`src/core/drs_pkg.sv`:
```
// Package: constants and types for the dual output reset supervisor
package drs_pkg;

    // ------------------------------------------------------------
    // Timing
    // ------------------------------------------------------------
    localparam int unsigned CLK_PERIOD_PS  = 4000;          // 250 MHz clock period
    localparam int unsigned TIMEOUT_MS     = 140;           // Least recovery timeout
    localparam longint unsigned TIMEOUT_CYC =
        (longint'(TIMEOUT_MS) * 64'd1000000000 + CLK_PERIOD_PS - 1) / CLK_PERIOD_PS;

    // Extended setup options, in milliseconds
    localparam int unsigned SETUP_K_MS = 10080;
    localparam int unsigned SETUP_L_MS = 6720;
    localparam int unsigned SETUP_S_MS = 3360;
    localparam int unsigned SETUP_T_MS = 1680;

    localparam int CNT_W = 32;                              // Counter width
    localparam logic [CNT_W-1:0] CNT_ZERO = 32'h0000_0000;
    localparam logic [CNT_W-1:0] CNT_ONE  = 32'h0000_0001;

    // ------------------------------------------------------------
    // Types
    // ------------------------------------------------------------
    typedef enum logic [1:0] {
        DRS_SETUP_K = 2'h0,
        DRS_SETUP_L = 2'h1,
        DRS_SETUP_S = 2'h2,
        DRS_SETUP_T = 2'h3
    } drs_setup_e;

    // Hold timer state machine, one-hot
    typedef enum logic [2:0] {
        DRS_ACTIVE  = 3'h1,                                 // Cause present
        DRS_HOLD    = 3'h2,                                 // Counting timeout
        DRS_IDLE    = 3'h4                                  // Released
    } drs_state_e;

    // Synchronised inputs travel together
    typedef struct packed {
        logic vcc_low;
        logic aux_low;
        logic button;                                       // High while pressed
    } drs_in_s;

    // Cycles for an extended setup period, least time rounded up
    function automatic longint unsigned drs_setup_cyc(input int unsigned ms);
        return (longint'(ms) * 64'd1000000000 + CLK_PERIOD_PS - 1) / CLK_PERIOD_PS;
    endfunction

endpackage

```
`src/core/drs_supervisor.sv`:
```
// Top module: dual output reset supervisor logic
//
// Behaviour
// - Either comparator low asserts system reset immediately
// - System reset holds 140 ms after both recover
// - Without extended setup, button never touches reset
// - Extended setup: long button hold asserts reset
// - Button-caused reset holds 140 ms after release
// - Button low pulls soft reset output immediately
// - Soft reset output holds 140 ms after release
// - Button input active low, undriven reads inactive
// - Outputs active low, push-pull or open-drain option
// - Setup period one of four factory options
`timescale 1ns/1ns
module drs_supervisor
    import drs_pkg::*;
#(
    parameter bit         EXT_SETUP   = 1'b1,               // Extended-setup variant
    parameter drs_setup_e SETUP_SEL   = DRS_SETUP_S,        // Factory setup option
    parameter bit         OPEN_DRAIN  = 1'b0,               // Drive style option
    parameter longint unsigned HOLD_CYC = TIMEOUT_CYC,      // Recovery timeout, cycles
    parameter longint unsigned SETUP_CYC_K = drs_setup_cyc(SETUP_K_MS),
    parameter longint unsigned SETUP_CYC_L = drs_setup_cyc(SETUP_L_MS),
    parameter longint unsigned SETUP_CYC_S = drs_setup_cyc(SETUP_S_MS),
    parameter longint unsigned SETUP_CYC_T = drs_setup_cyc(SETUP_T_MS)
) (
    input  wire logic clk,                                  // 250 MHz clock
    input  wire logic rst_n,                                // Async reset, active low
    input  wire logic vcc_under,                            // Primary comparator, high = low V
    input  wire logic aux_voltage_sense,                    // Adjustable comparator, high = ok
    input  wire logic manual_request_n,                     // Button, active low
    output logic      sys_reset_out_n,                      // System reset level
    output logic      sys_reset_oe,                         // System reset drive enable
    output logic      soft_reset_out_n,                     // Soft reset level
    output logic      soft_reset_oe                         // Soft reset drive enable
);

    // ------------------------------------------------------------
    // Reset release and input synchronisers
    // ------------------------------------------------------------
    logic [1:0] rst_sync_reg;                               // Reset release chain
    logic       rst_n_i;                                    // Internal reset
    drs_in_s    sync1_reg;                                  // First stage
    drs_in_s    sync2_reg;                                  // Second stage
    drs_in_s    raw_in;                                     // Pin levels, normalised

    // Release reset through two flops
    always_ff @(posedge clk or negedge rst_n) begin
        if (!rst_n) begin
            rst_sync_reg <= 2'h0;
        end else begin
            rst_sync_reg <= {rst_sync_reg[0], 1'b1};
        end
    end
    assign rst_n_i = rst_sync_reg[1];

    // Undriven button reads high through pullup, so idle is inactive
    always_comb begin
        raw_in.vcc_low = vcc_under;
        raw_in.aux_low = ~aux_voltage_sense;
        raw_in.button  = ~manual_request_n;
    end

    // Two-flop synchroniser; reset state says supplies are low
    always_ff @(posedge clk or negedge rst_n_i) begin
        if (!rst_n_i) begin
            sync1_reg <= '{vcc_low: 1'b1, aux_low: 1'b1, button: 1'b0};
            sync2_reg <= '{vcc_low: 1'b1, aux_low: 1'b1, button: 1'b0};
        end else begin
            sync1_reg <= raw_in;
            sync2_reg <= sync1_reg;
        end
    end

    // ------------------------------------------------------------
    // Extended setup selection and button hold counter
    // ------------------------------------------------------------
    logic [CNT_W-1:0] setup_cyc;                            // Selected setup count
    logic [CNT_W-1:0] press_cnt_reg;                        // Press duration
    logic [CNT_W-1:0] press_cnt_next;
    logic             long_press;                           // Held past setup

    // Pick one of four factory periods
    always_comb begin
        unique case (SETUP_SEL)
            DRS_SETUP_K: setup_cyc = CNT_W'(SETUP_CYC_K);
            DRS_SETUP_L: setup_cyc = CNT_W'(SETUP_CYC_L);
            DRS_SETUP_S: setup_cyc = CNT_W'(SETUP_CYC_S);
            DRS_SETUP_T: setup_cyc = CNT_W'(SETUP_CYC_T);
        endcase
    end

    // Count continuous press, saturate at setup period
    always_comb begin
        if (!sync2_reg.button) begin
            press_cnt_next = CNT_ZERO;                      // Release restarts count
        end else if (press_cnt_reg < setup_cyc) begin
            press_cnt_next = press_cnt_reg + CNT_ONE;
        end else begin
            press_cnt_next = press_cnt_reg;
        end
    end

    always_ff @(posedge clk or negedge rst_n_i) begin
        if (!rst_n_i) begin
            press_cnt_reg <= CNT_ZERO;
        end else begin
            press_cnt_reg <= press_cnt_next;
        end
    end

    // Long press counts only in the extended-setup variant
    assign long_press = EXT_SETUP && sync2_reg.button &&
                        (press_cnt_reg >= setup_cyc);

    // ------------------------------------------------------------
    // System reset: cause and hold timer
    // ------------------------------------------------------------
    drs_state_e       sys_st_reg;
    drs_state_e       sys_st_next;
    logic [CNT_W-1:0] sys_cnt_reg;
    logic [CNT_W-1:0] sys_cnt_next;
    logic             sys_cause;                            // Any reason for reset
    logic             btn_hold_reg;                         // Reset latched by button
    logic             btn_hold_next;

    // Button-caused reset stays latched until the button is released
    always_comb begin
        if (long_press) begin
            btn_hold_next = 1'b1;
        end else if (!sync2_reg.button) begin
            btn_hold_next = 1'b0;                           // Timeout starts at release
        end else begin
            btn_hold_next = btn_hold_reg;
        end
    end

    assign sys_cause = sync2_reg.vcc_low || sync2_reg.aux_low ||
                       (EXT_SETUP && btn_hold_reg);

    // Active while cause, then hold for timeout, then idle
    always_comb begin
        sys_st_next  = sys_st_reg;
        sys_cnt_next = sys_cnt_reg;
        unique case (sys_st_reg)
            DRS_ACTIVE: begin
                sys_cnt_next = CNT_ZERO;
                if (!sys_cause) begin
                    sys_st_next = DRS_HOLD;
                end
            end
            DRS_HOLD: begin
                if (sys_cause) begin
                    sys_st_next  = DRS_ACTIVE;              // Cause returns, restart
                    sys_cnt_next = CNT_ZERO;
                end else if (sys_cnt_reg >= CNT_W'(HOLD_CYC - 1)) begin
                    sys_st_next = DRS_IDLE;
                end else begin
                    sys_cnt_next = sys_cnt_reg + CNT_ONE;
                end
            end
            DRS_IDLE: begin
                if (sys_cause) begin
                    sys_st_next = DRS_ACTIVE;
                end
            end
        endcase
    end

    // Power-up starts asserted
    always_ff @(posedge clk or negedge rst_n_i) begin
        if (!rst_n_i) begin
            sys_st_reg   <= DRS_ACTIVE;
            sys_cnt_reg  <= CNT_ZERO;
            btn_hold_reg <= 1'b0;
        end else begin
            sys_st_reg   <= sys_st_next;
            sys_cnt_reg  <= sys_cnt_next;
            btn_hold_reg <= btn_hold_next;
        end
    end

    // ------------------------------------------------------------
    // Soft reset output: button and hold timer
    // ------------------------------------------------------------
    drs_state_e       soft_st_reg;
    drs_state_e       soft_st_next;
    logic [CNT_W-1:0] soft_cnt_reg;
    logic [CNT_W-1:0] soft_cnt_next;

    // Assert on press, hold for timeout after release
    always_comb begin
        soft_st_next  = soft_st_reg;
        soft_cnt_next = soft_cnt_reg;
        unique case (soft_st_reg)
            DRS_ACTIVE: begin
                soft_cnt_next = CNT_ZERO;
                if (!sync2_reg.button) begin
                    soft_st_next = DRS_HOLD;
                end
            end
            DRS_HOLD: begin
                if (sync2_reg.button) begin
                    soft_st_next  = DRS_ACTIVE;
                    soft_cnt_next = CNT_ZERO;
                end else if (soft_cnt_reg >= CNT_W'(HOLD_CYC - 1)) begin
                    soft_st_next = DRS_IDLE;
                end else begin
                    soft_cnt_next = soft_cnt_reg + CNT_ONE;
                end
            end
            DRS_IDLE: begin
                if (sync2_reg.button) begin
                    soft_st_next = DRS_ACTIVE;
                end
            end
        endcase
    end

    always_ff @(posedge clk or negedge rst_n_i) begin
        if (!rst_n_i) begin
            soft_st_reg  <= DRS_IDLE;
            soft_cnt_reg <= CNT_ZERO;
        end else begin
            soft_st_reg  <= soft_st_next;
            soft_cnt_reg <= soft_cnt_next;
        end
    end

    // ------------------------------------------------------------
    // Output drive: push-pull or open-drain
    // ------------------------------------------------------------
    logic sys_low_next;                                     // Reset asserted next
    logic soft_low_next;

    assign sys_low_next  = (sys_st_next != DRS_IDLE);
    assign soft_low_next = (soft_st_next != DRS_IDLE);

    // Open-drain only drives while low; level stays low then
    always_ff @(posedge clk or negedge rst_n) begin
        if (!rst_n) begin
            sys_reset_out_n  <= 1'b0;
            sys_reset_oe     <= 1'b1;
            soft_reset_out_n <= OPEN_DRAIN ? 1'b0 : 1'b1;
            soft_reset_oe    <= ~OPEN_DRAIN;
        end else if (!rst_n_i) begin
            sys_reset_out_n  <= 1'b0;
            sys_reset_oe     <= 1'b1;
            soft_reset_out_n <= OPEN_DRAIN ? 1'b0 : 1'b1;
            soft_reset_oe    <= ~OPEN_DRAIN;
        end else begin
            sys_reset_out_n  <= OPEN_DRAIN ? 1'b0 : ~sys_low_next;
            sys_reset_oe     <= OPEN_DRAIN ? sys_low_next : 1'b1;
            soft_reset_out_n <= OPEN_DRAIN ? 1'b0 : ~soft_low_next;
            soft_reset_oe    <= OPEN_DRAIN ? soft_low_next : 1'b1;
        end
    end

endmodule

```
`config.mk`:
```
export PLATFORM = sky130hd
export DESIGN_NAME = drs_supervisor
export DESIGN_NICKNAME = d
export VERILOG_FILES = /design/src/core/drs_pkg.sv /design/src/core/drs_supervisor.sv
export SDC_FILE = /design/constraint.sdc
export NUM_CORES = 1
export LEC_CHECK = 0
export ABC_CLOCK_PERIOD_IN_PS = 7750
export BUFFER_PORTS_ARGS = -buffer_cell sky130_fd_sc_hd__buf_2
export CELL_PAD_IN_SITES_DETAIL_PLACEMENT = 1
export CELL_PAD_IN_SITES_GLOBAL_PLACEMENT = 1
export CORE_MARGIN = 2
export CORE_UTILIZATION = 40
export DETAILED_ROUTE_END_ITERATION = 8
export GPL_ROUTABILITY_DRIVEN = 0
export PLACE_DENSITY_LB_ADDON = 0.08
export SETUP_SLACK_MARGIN = 0.5
export SLEW_MARGIN = 20
export SYNTH_ARGS = -nofsm -noshare
export SYNTH_HDL_FRONTEND = slang
export SYNTH_SLANG_ARGS = --single-unit
```
`constraint.sdc`:
```
create_clock -name clk -period 7.75 [get_ports clk]
set_input_delay 1.55 -clock clk [delete_from_list [all_inputs] [get_ports clk]]
set_output_delay 1.55 -clock clk [all_outputs]
set_load 0.01 [all_outputs]
```
**After elaboration in Yosys (flattened, before gate mapping)**

Index checks and enable logic that the tools add are counted.

- Register bits after elaboration: 113
- Input bits: 5
- Output and inout port bits: 4
- Word-level logic and storage cells: 67

- Add/subtract/negate cells: 3
- Magnitude comparators: 4
- Eq/ne operators: 12
- Mux-type cells: 22
- Bitwise operators: 4
- Reductions and logical operators: 7

Operators with widths:

| kind | number |
|---|---|
| $mux 32 | 6 |
| $pmux 32 s2 | 2 |
| $add 32x1->32 const B | 3 |
| $ge 32x26->1 const B | 2 |
| $ge 32x30->1 const B | 1 |
| $lt 32x30->1 const B | 1 |
| $mux 3 | 8 |
| $pmux 3 s3 | 2 |
| $ne 3x3->1 const B | 4 |
| $eq 3x1->1 const B | 2 |
| $eq 3x2->1 const B | 2 |
| $eq 3x3->1 const B | 2 |
| $mux 1 | 4 |
| $ne 2x1->1 const B | 2 |
| $not 1->1 | 4 |
| $reduce_and 2->1 | 2 |
| $reduce_bool 2->1 | 2 |
| $logic_or 1x1->1 | 2 |
| $logic_and 1x1->1 | 1 |

**Longest topological paths before layout**

- Depth in word-level cells: 7
- Depth in mapped cells: 9
- Depth with buffers taken out: 7

**Worst setup path before layout**

Ideal clock, no wire load.

- Path type: register -> register
- Start: reg rst_sync_reg[1]
- End: reg sys_reset_out_n
- Library setup time: 82 ps
- Arrival time: 3,130 ps
- Required time: 7,668 ps
- Path slack: 4,538 ps
- Stages on the path, launching flop included: 2
- Buffers on the path: 0
- Clock period less this slack: 3,212 ps
- Cell sequence: dfrtp_1 > and4_1

- Word-level cells in the longest chain between the ends: 1

Ends and longest elaborated chain:

| what | RTL line | RTL |
|---|---|---|
| start: declaration | drs_supervisor.sv:41 | `logic [1:0] rst_sync_reg;` |
| start signal: assignment | drs_supervisor.sv:52 | `rst_sync_reg <= {rst_sync_reg[0], 1'b1};` |
| $mux 1 | drs_supervisor.sv:246 | `end else if (!rst_n_i) begin` |
| end signal: assignment | drs_supervisor.sv:252 | `sys_reset_out_n <= OPEN_DRAIN ? 1'b0 : ~sys_low_next;` |
| end: declaration | drs_supervisor.sv:32 | `output logic sys_reset_out_n,` |

No other way between the ends.
A chain may end at the register's enable or synchronous reset.

**Final worst setup path**

- Start: reg soft_cnt_reg[30]
- End: reg soft_cnt_reg[14]

- Word-level cells in the longest chain between the ends: 3

Ends and longest elaborated chain:

| what | RTL line | RTL |
|---|---|---|
| start: declaration | drs_supervisor.sv:188 | `logic [CNT_W-1:0] soft_cnt_reg;` |
| start signal: assignment | drs_supervisor.sv:226 | `soft_cnt_reg <= soft_cnt_next;` |
| $ge 32x26->1 | drs_supervisor.sv:206 | `end else if (soft_cnt_reg >= CNT_W'(HOLD_CYC - 1)) begin` |
| $ne 3x3->1 (no line) | n/a |  |
| $reduce_and 2->1 (no line) | n/a |  |

No other way between the ends.

==> impl_metrics.csv <==
group,metric,value,unit
power,p_sw_share,23.0,%
timing,layout_worst_path_cycle_share,41.2,%
grt,busiest_layer,"met2",
grt,grtUsageMet1,28.0,%
power,p_clk_share,54.8,%
timing,max_freq,0.313,GHz
timing,grt_setup_unrepaired,"no",
setup_path,cp_top_family,"simple AND/OR/NAND/NOR gates",
timing,hold_violations,0,
synthesis,ys_ff_latch,113,
floorplan,start_util,41.2,%
synthesis,synth_compound_area_share,16.0,%
clock_tree,h-tree-depth,4,
cells_and_area,area_growth,12.9,%
clock_tree,cts_setup_buffers,0,
clock_tree,clk_latency,0.41,ns
synthesis,synth-adder-area-share,0.829,%
timing,finalClockSkew,0.00634,ns
floorplan,die_x,127,microns
route,drt_pass1_iterations,4,
placement,pre_cts_ws,4.53,ns
timing,maxSlewHeadroom,28.0,%
clock_tree,cts_buffers,17,
clock_tree,cts-root-buf,"clkbuf_16",
setup_path,cp_max_fo,15,
synthesis,synth-simple-area-share,28.9,%
setup_path,crit_chain,"nor4_1, o211ai_1, a21oi_1, nand2_1, or4_1, nand3_1",
clock_tree,clock-sinks,113,
floorplan,core,14600,sq um
route,drt_wl_total,15500,microns
clock_tree,hold_buffers,0,
synthesis,ys_seq_area_share,47.0,%
power,power_switching,0.358,mW
timing,fin_hold_ws,0.355,ns
grt,grt_usage,20.8,%
floorplan,dieArea,16100,sq um
power,p_comb_share,5.6,%
clock_tree,path_clk_slew,0.05,ns
route,vias_per_cell,5.96,
route,detail-route-antenna-nets,0,
synthesis,synth_top_family_by_area,"simple AND/OR/NAND/NOR gates",
grt,grt_pass1_wl,27200,microns
grt,grt_pass1_vias,5356,
power,p_per_area,229,nW/um^2
setup_path,cpPeakStageDelay,0.84,ns
synthesis,synth_edf_count,0,
synthesis,synthMuxAreaShare,0.850,%
synthesis,synth_cells,666,
cells_and_area,design_area,6820,sq um
min_path,hold_class,"register to async pin",
timing,worst_pin_slew,1.08,ns
placement,dpl.hpwl,10100,microns
cells_and_area,layout-drive-gt1-share,8.90,%
grt,met2_usage,33.6,%
clock_tree,cts_tree,"done",
job,maxCapViolCount,0,
route,drt_iter0_drc,238,
placement,port_buffers,6,
setup_path,cp.required,8.10,ns
synthesis,ys_types,53,
floorplan,chipHeight,127,microns
synthesis,synth-async-reset-ratio,100,%
synthesis,synth_most_common_cell,"dfrtp_1",
setup_path,slowest_stage,"a21oi_1",
setup_path,critPathKind,"register to register",
cells_and_area,nets,670,
timing,final.setup.tns,0,ns
synthesis,synth_top_area_share,43.9,%
power,internal-power,1.20,mW
setup_path,crit_arrival,3.54,ns
grt,antenna_found_initial,0,
synthesis,synth.area.top_cells,"dfrtp_1 (44%), nand3_1 (3.5%), or4_1 (3.5%), a21oi_1 (3.4%), nand2_1 (3.4%)",
route,routedWlPerCell,18.0,microns
synthesis,ys_warn_count,0,
synthesis,synth_xor_area_share,2.61,%
synthesis,synth_top_area_cell,"dfrtp_1",
placement,placed_area,6160,sq um
timing,setup_violations,0,
synthesis,synth_common_cells,"dfrtp_1 (106), nand2_1 (54), nor2_1 (47), nand3_1 (42), a21oi_1 (41)",
grt,overflow,0,
timing,drv_slew,0,
power,p_leak,2.74,nW
power,peakVddDrop,0.146,mV
route,drc,0,
setup_path,crit_path_end_kind,"register",
power,seq_power_share,39.6,%
floorplan,rows,44,
clock_tree,ctsResizeCount,0,
grt,grt_max_degree,66,
route,vias,5115,
timing,setup_slack,4.56,ns
timing,min_period,3.19,ns
cells_and_area,antenna_cells,0,
status,outcome,"completed",
setup_path,start_kind,"register",
grt,met3_usage,5.61,%
clock_tree,cts.path.max_buffers,2,
synthesis,syn_area,6040,sq um
synthesis,synth_top_flop_cell,"dfrtp_1",
synthesis,synth.avg_cell_area,9.06,sq um
floorplan,ios,9,
setup_path,critPathBufInv,0,
metrics by stage:
step	std cells	total power [mW]	utilization [%]
6_report	858	1.56	46.5
5_1_grt	858	1.62	46.5
4_1_cts	858	1.58	46.4
3_5_place_dp	826	0.716	42.1
3_3_place_gp	826	0.712	42.1
2_1_floorplan	668	0.693	-
cells in the final DEF (no fill, tap or decap), types with 15 or more instances in the layout:
| cell | synthesis | layout |
|---|---|---|
| dfrtp_1 | 106 | 105 |
| nand3_1 | 42 | 42 |
| a21oi_1 | 41 | 40 |
| nand4_1 | 31 | 31 |
| o21ai_0 | 28 | 28 |
| o21ai_1 | 17 | 17 |
| nor3_1 | 17 | 17 |
| o31ai_1 | 15 | 15 |
| and2_1 | 17 | 17 |
| and3_1 | 18 | 18 |
| nor2_1 | 47 | 47 |
| nand2_1 | 54 | 54 |
| clkbuf_16 | 0 | 17 |
| or3_1 | 29 | 29 |
| inv_1 | 19 | 19 |
| or4_1 | 28 | 28 |
cells by family after synthesis:
| kind of cell | after synthesis |
|---|---|
| AND/OR/NAND/NOR | 321 |
| AO/OA/AOI/OAI | 151 |
| flip-flops | 113 |
| buffers and inverters | 53 |
| XOR/XNOR | 18 |
| multiplexers | 5 |
| adder cells (fa/ha/maj) | 4 |
| other | 1 |
power by group through the flow:
stage	Clock, mW	Combinational, mW	Sequential (mW)
floorplan	0	0.0666	0.626
global placement	0	0.0852	0.627
detailed placement	0	0.0884	0.628
CTS	0.872	0.0889	0.618
global route	0.899	0.0994	0.620
finish	0.854	0.0874	0.617
layout make-up:
| class | count | area [sq um] |
|---|---|---|
| clock inverters | 11 | 186 |
| repair buffers | 8 | 45.0 |
| multi-input cells | 502 | 2990 |
| fillers | 1668 | 7830 |
| well taps | 184 | 230 |
| inverters | 19 | 71.3 |
| clock buffers | 21 | 450 |
| flip-flops and latches | 113 | 2840 |
path summary, 6_finish.rpt:
kind | from | end | slack [ns] | cells after the start
max in group asynchronous | rst_sync_reg[1] | press_cnt_reg[0] | 6.12 | 1
max reg2reg | soft_cnt_reg[30] | soft_cnt_reg[14] | 4.56 | 6
min reg2reg | rst_sync_reg[1] | soft_cnt_reg[8] | 0.36 | 0
min | rst_sync_reg[1] | soft_cnt_reg[8] | 0.36 | 0
min in group clk | sync1_reg[0] | sync2_reg[0] | 0.36 | 0
max | soft_cnt_reg[30] | soft_cnt_reg[14] | 4.56 | 6
routing by layer:
metal / wire length [microns] / up-vias
met2: 7340 / 51
met5: 0 / -
met4: 179 / 0
met3: 386 / 15
met1: 7550 / 2601
li1: - / 2448
No activity file was read; power rests on OpenSTA's default activity.
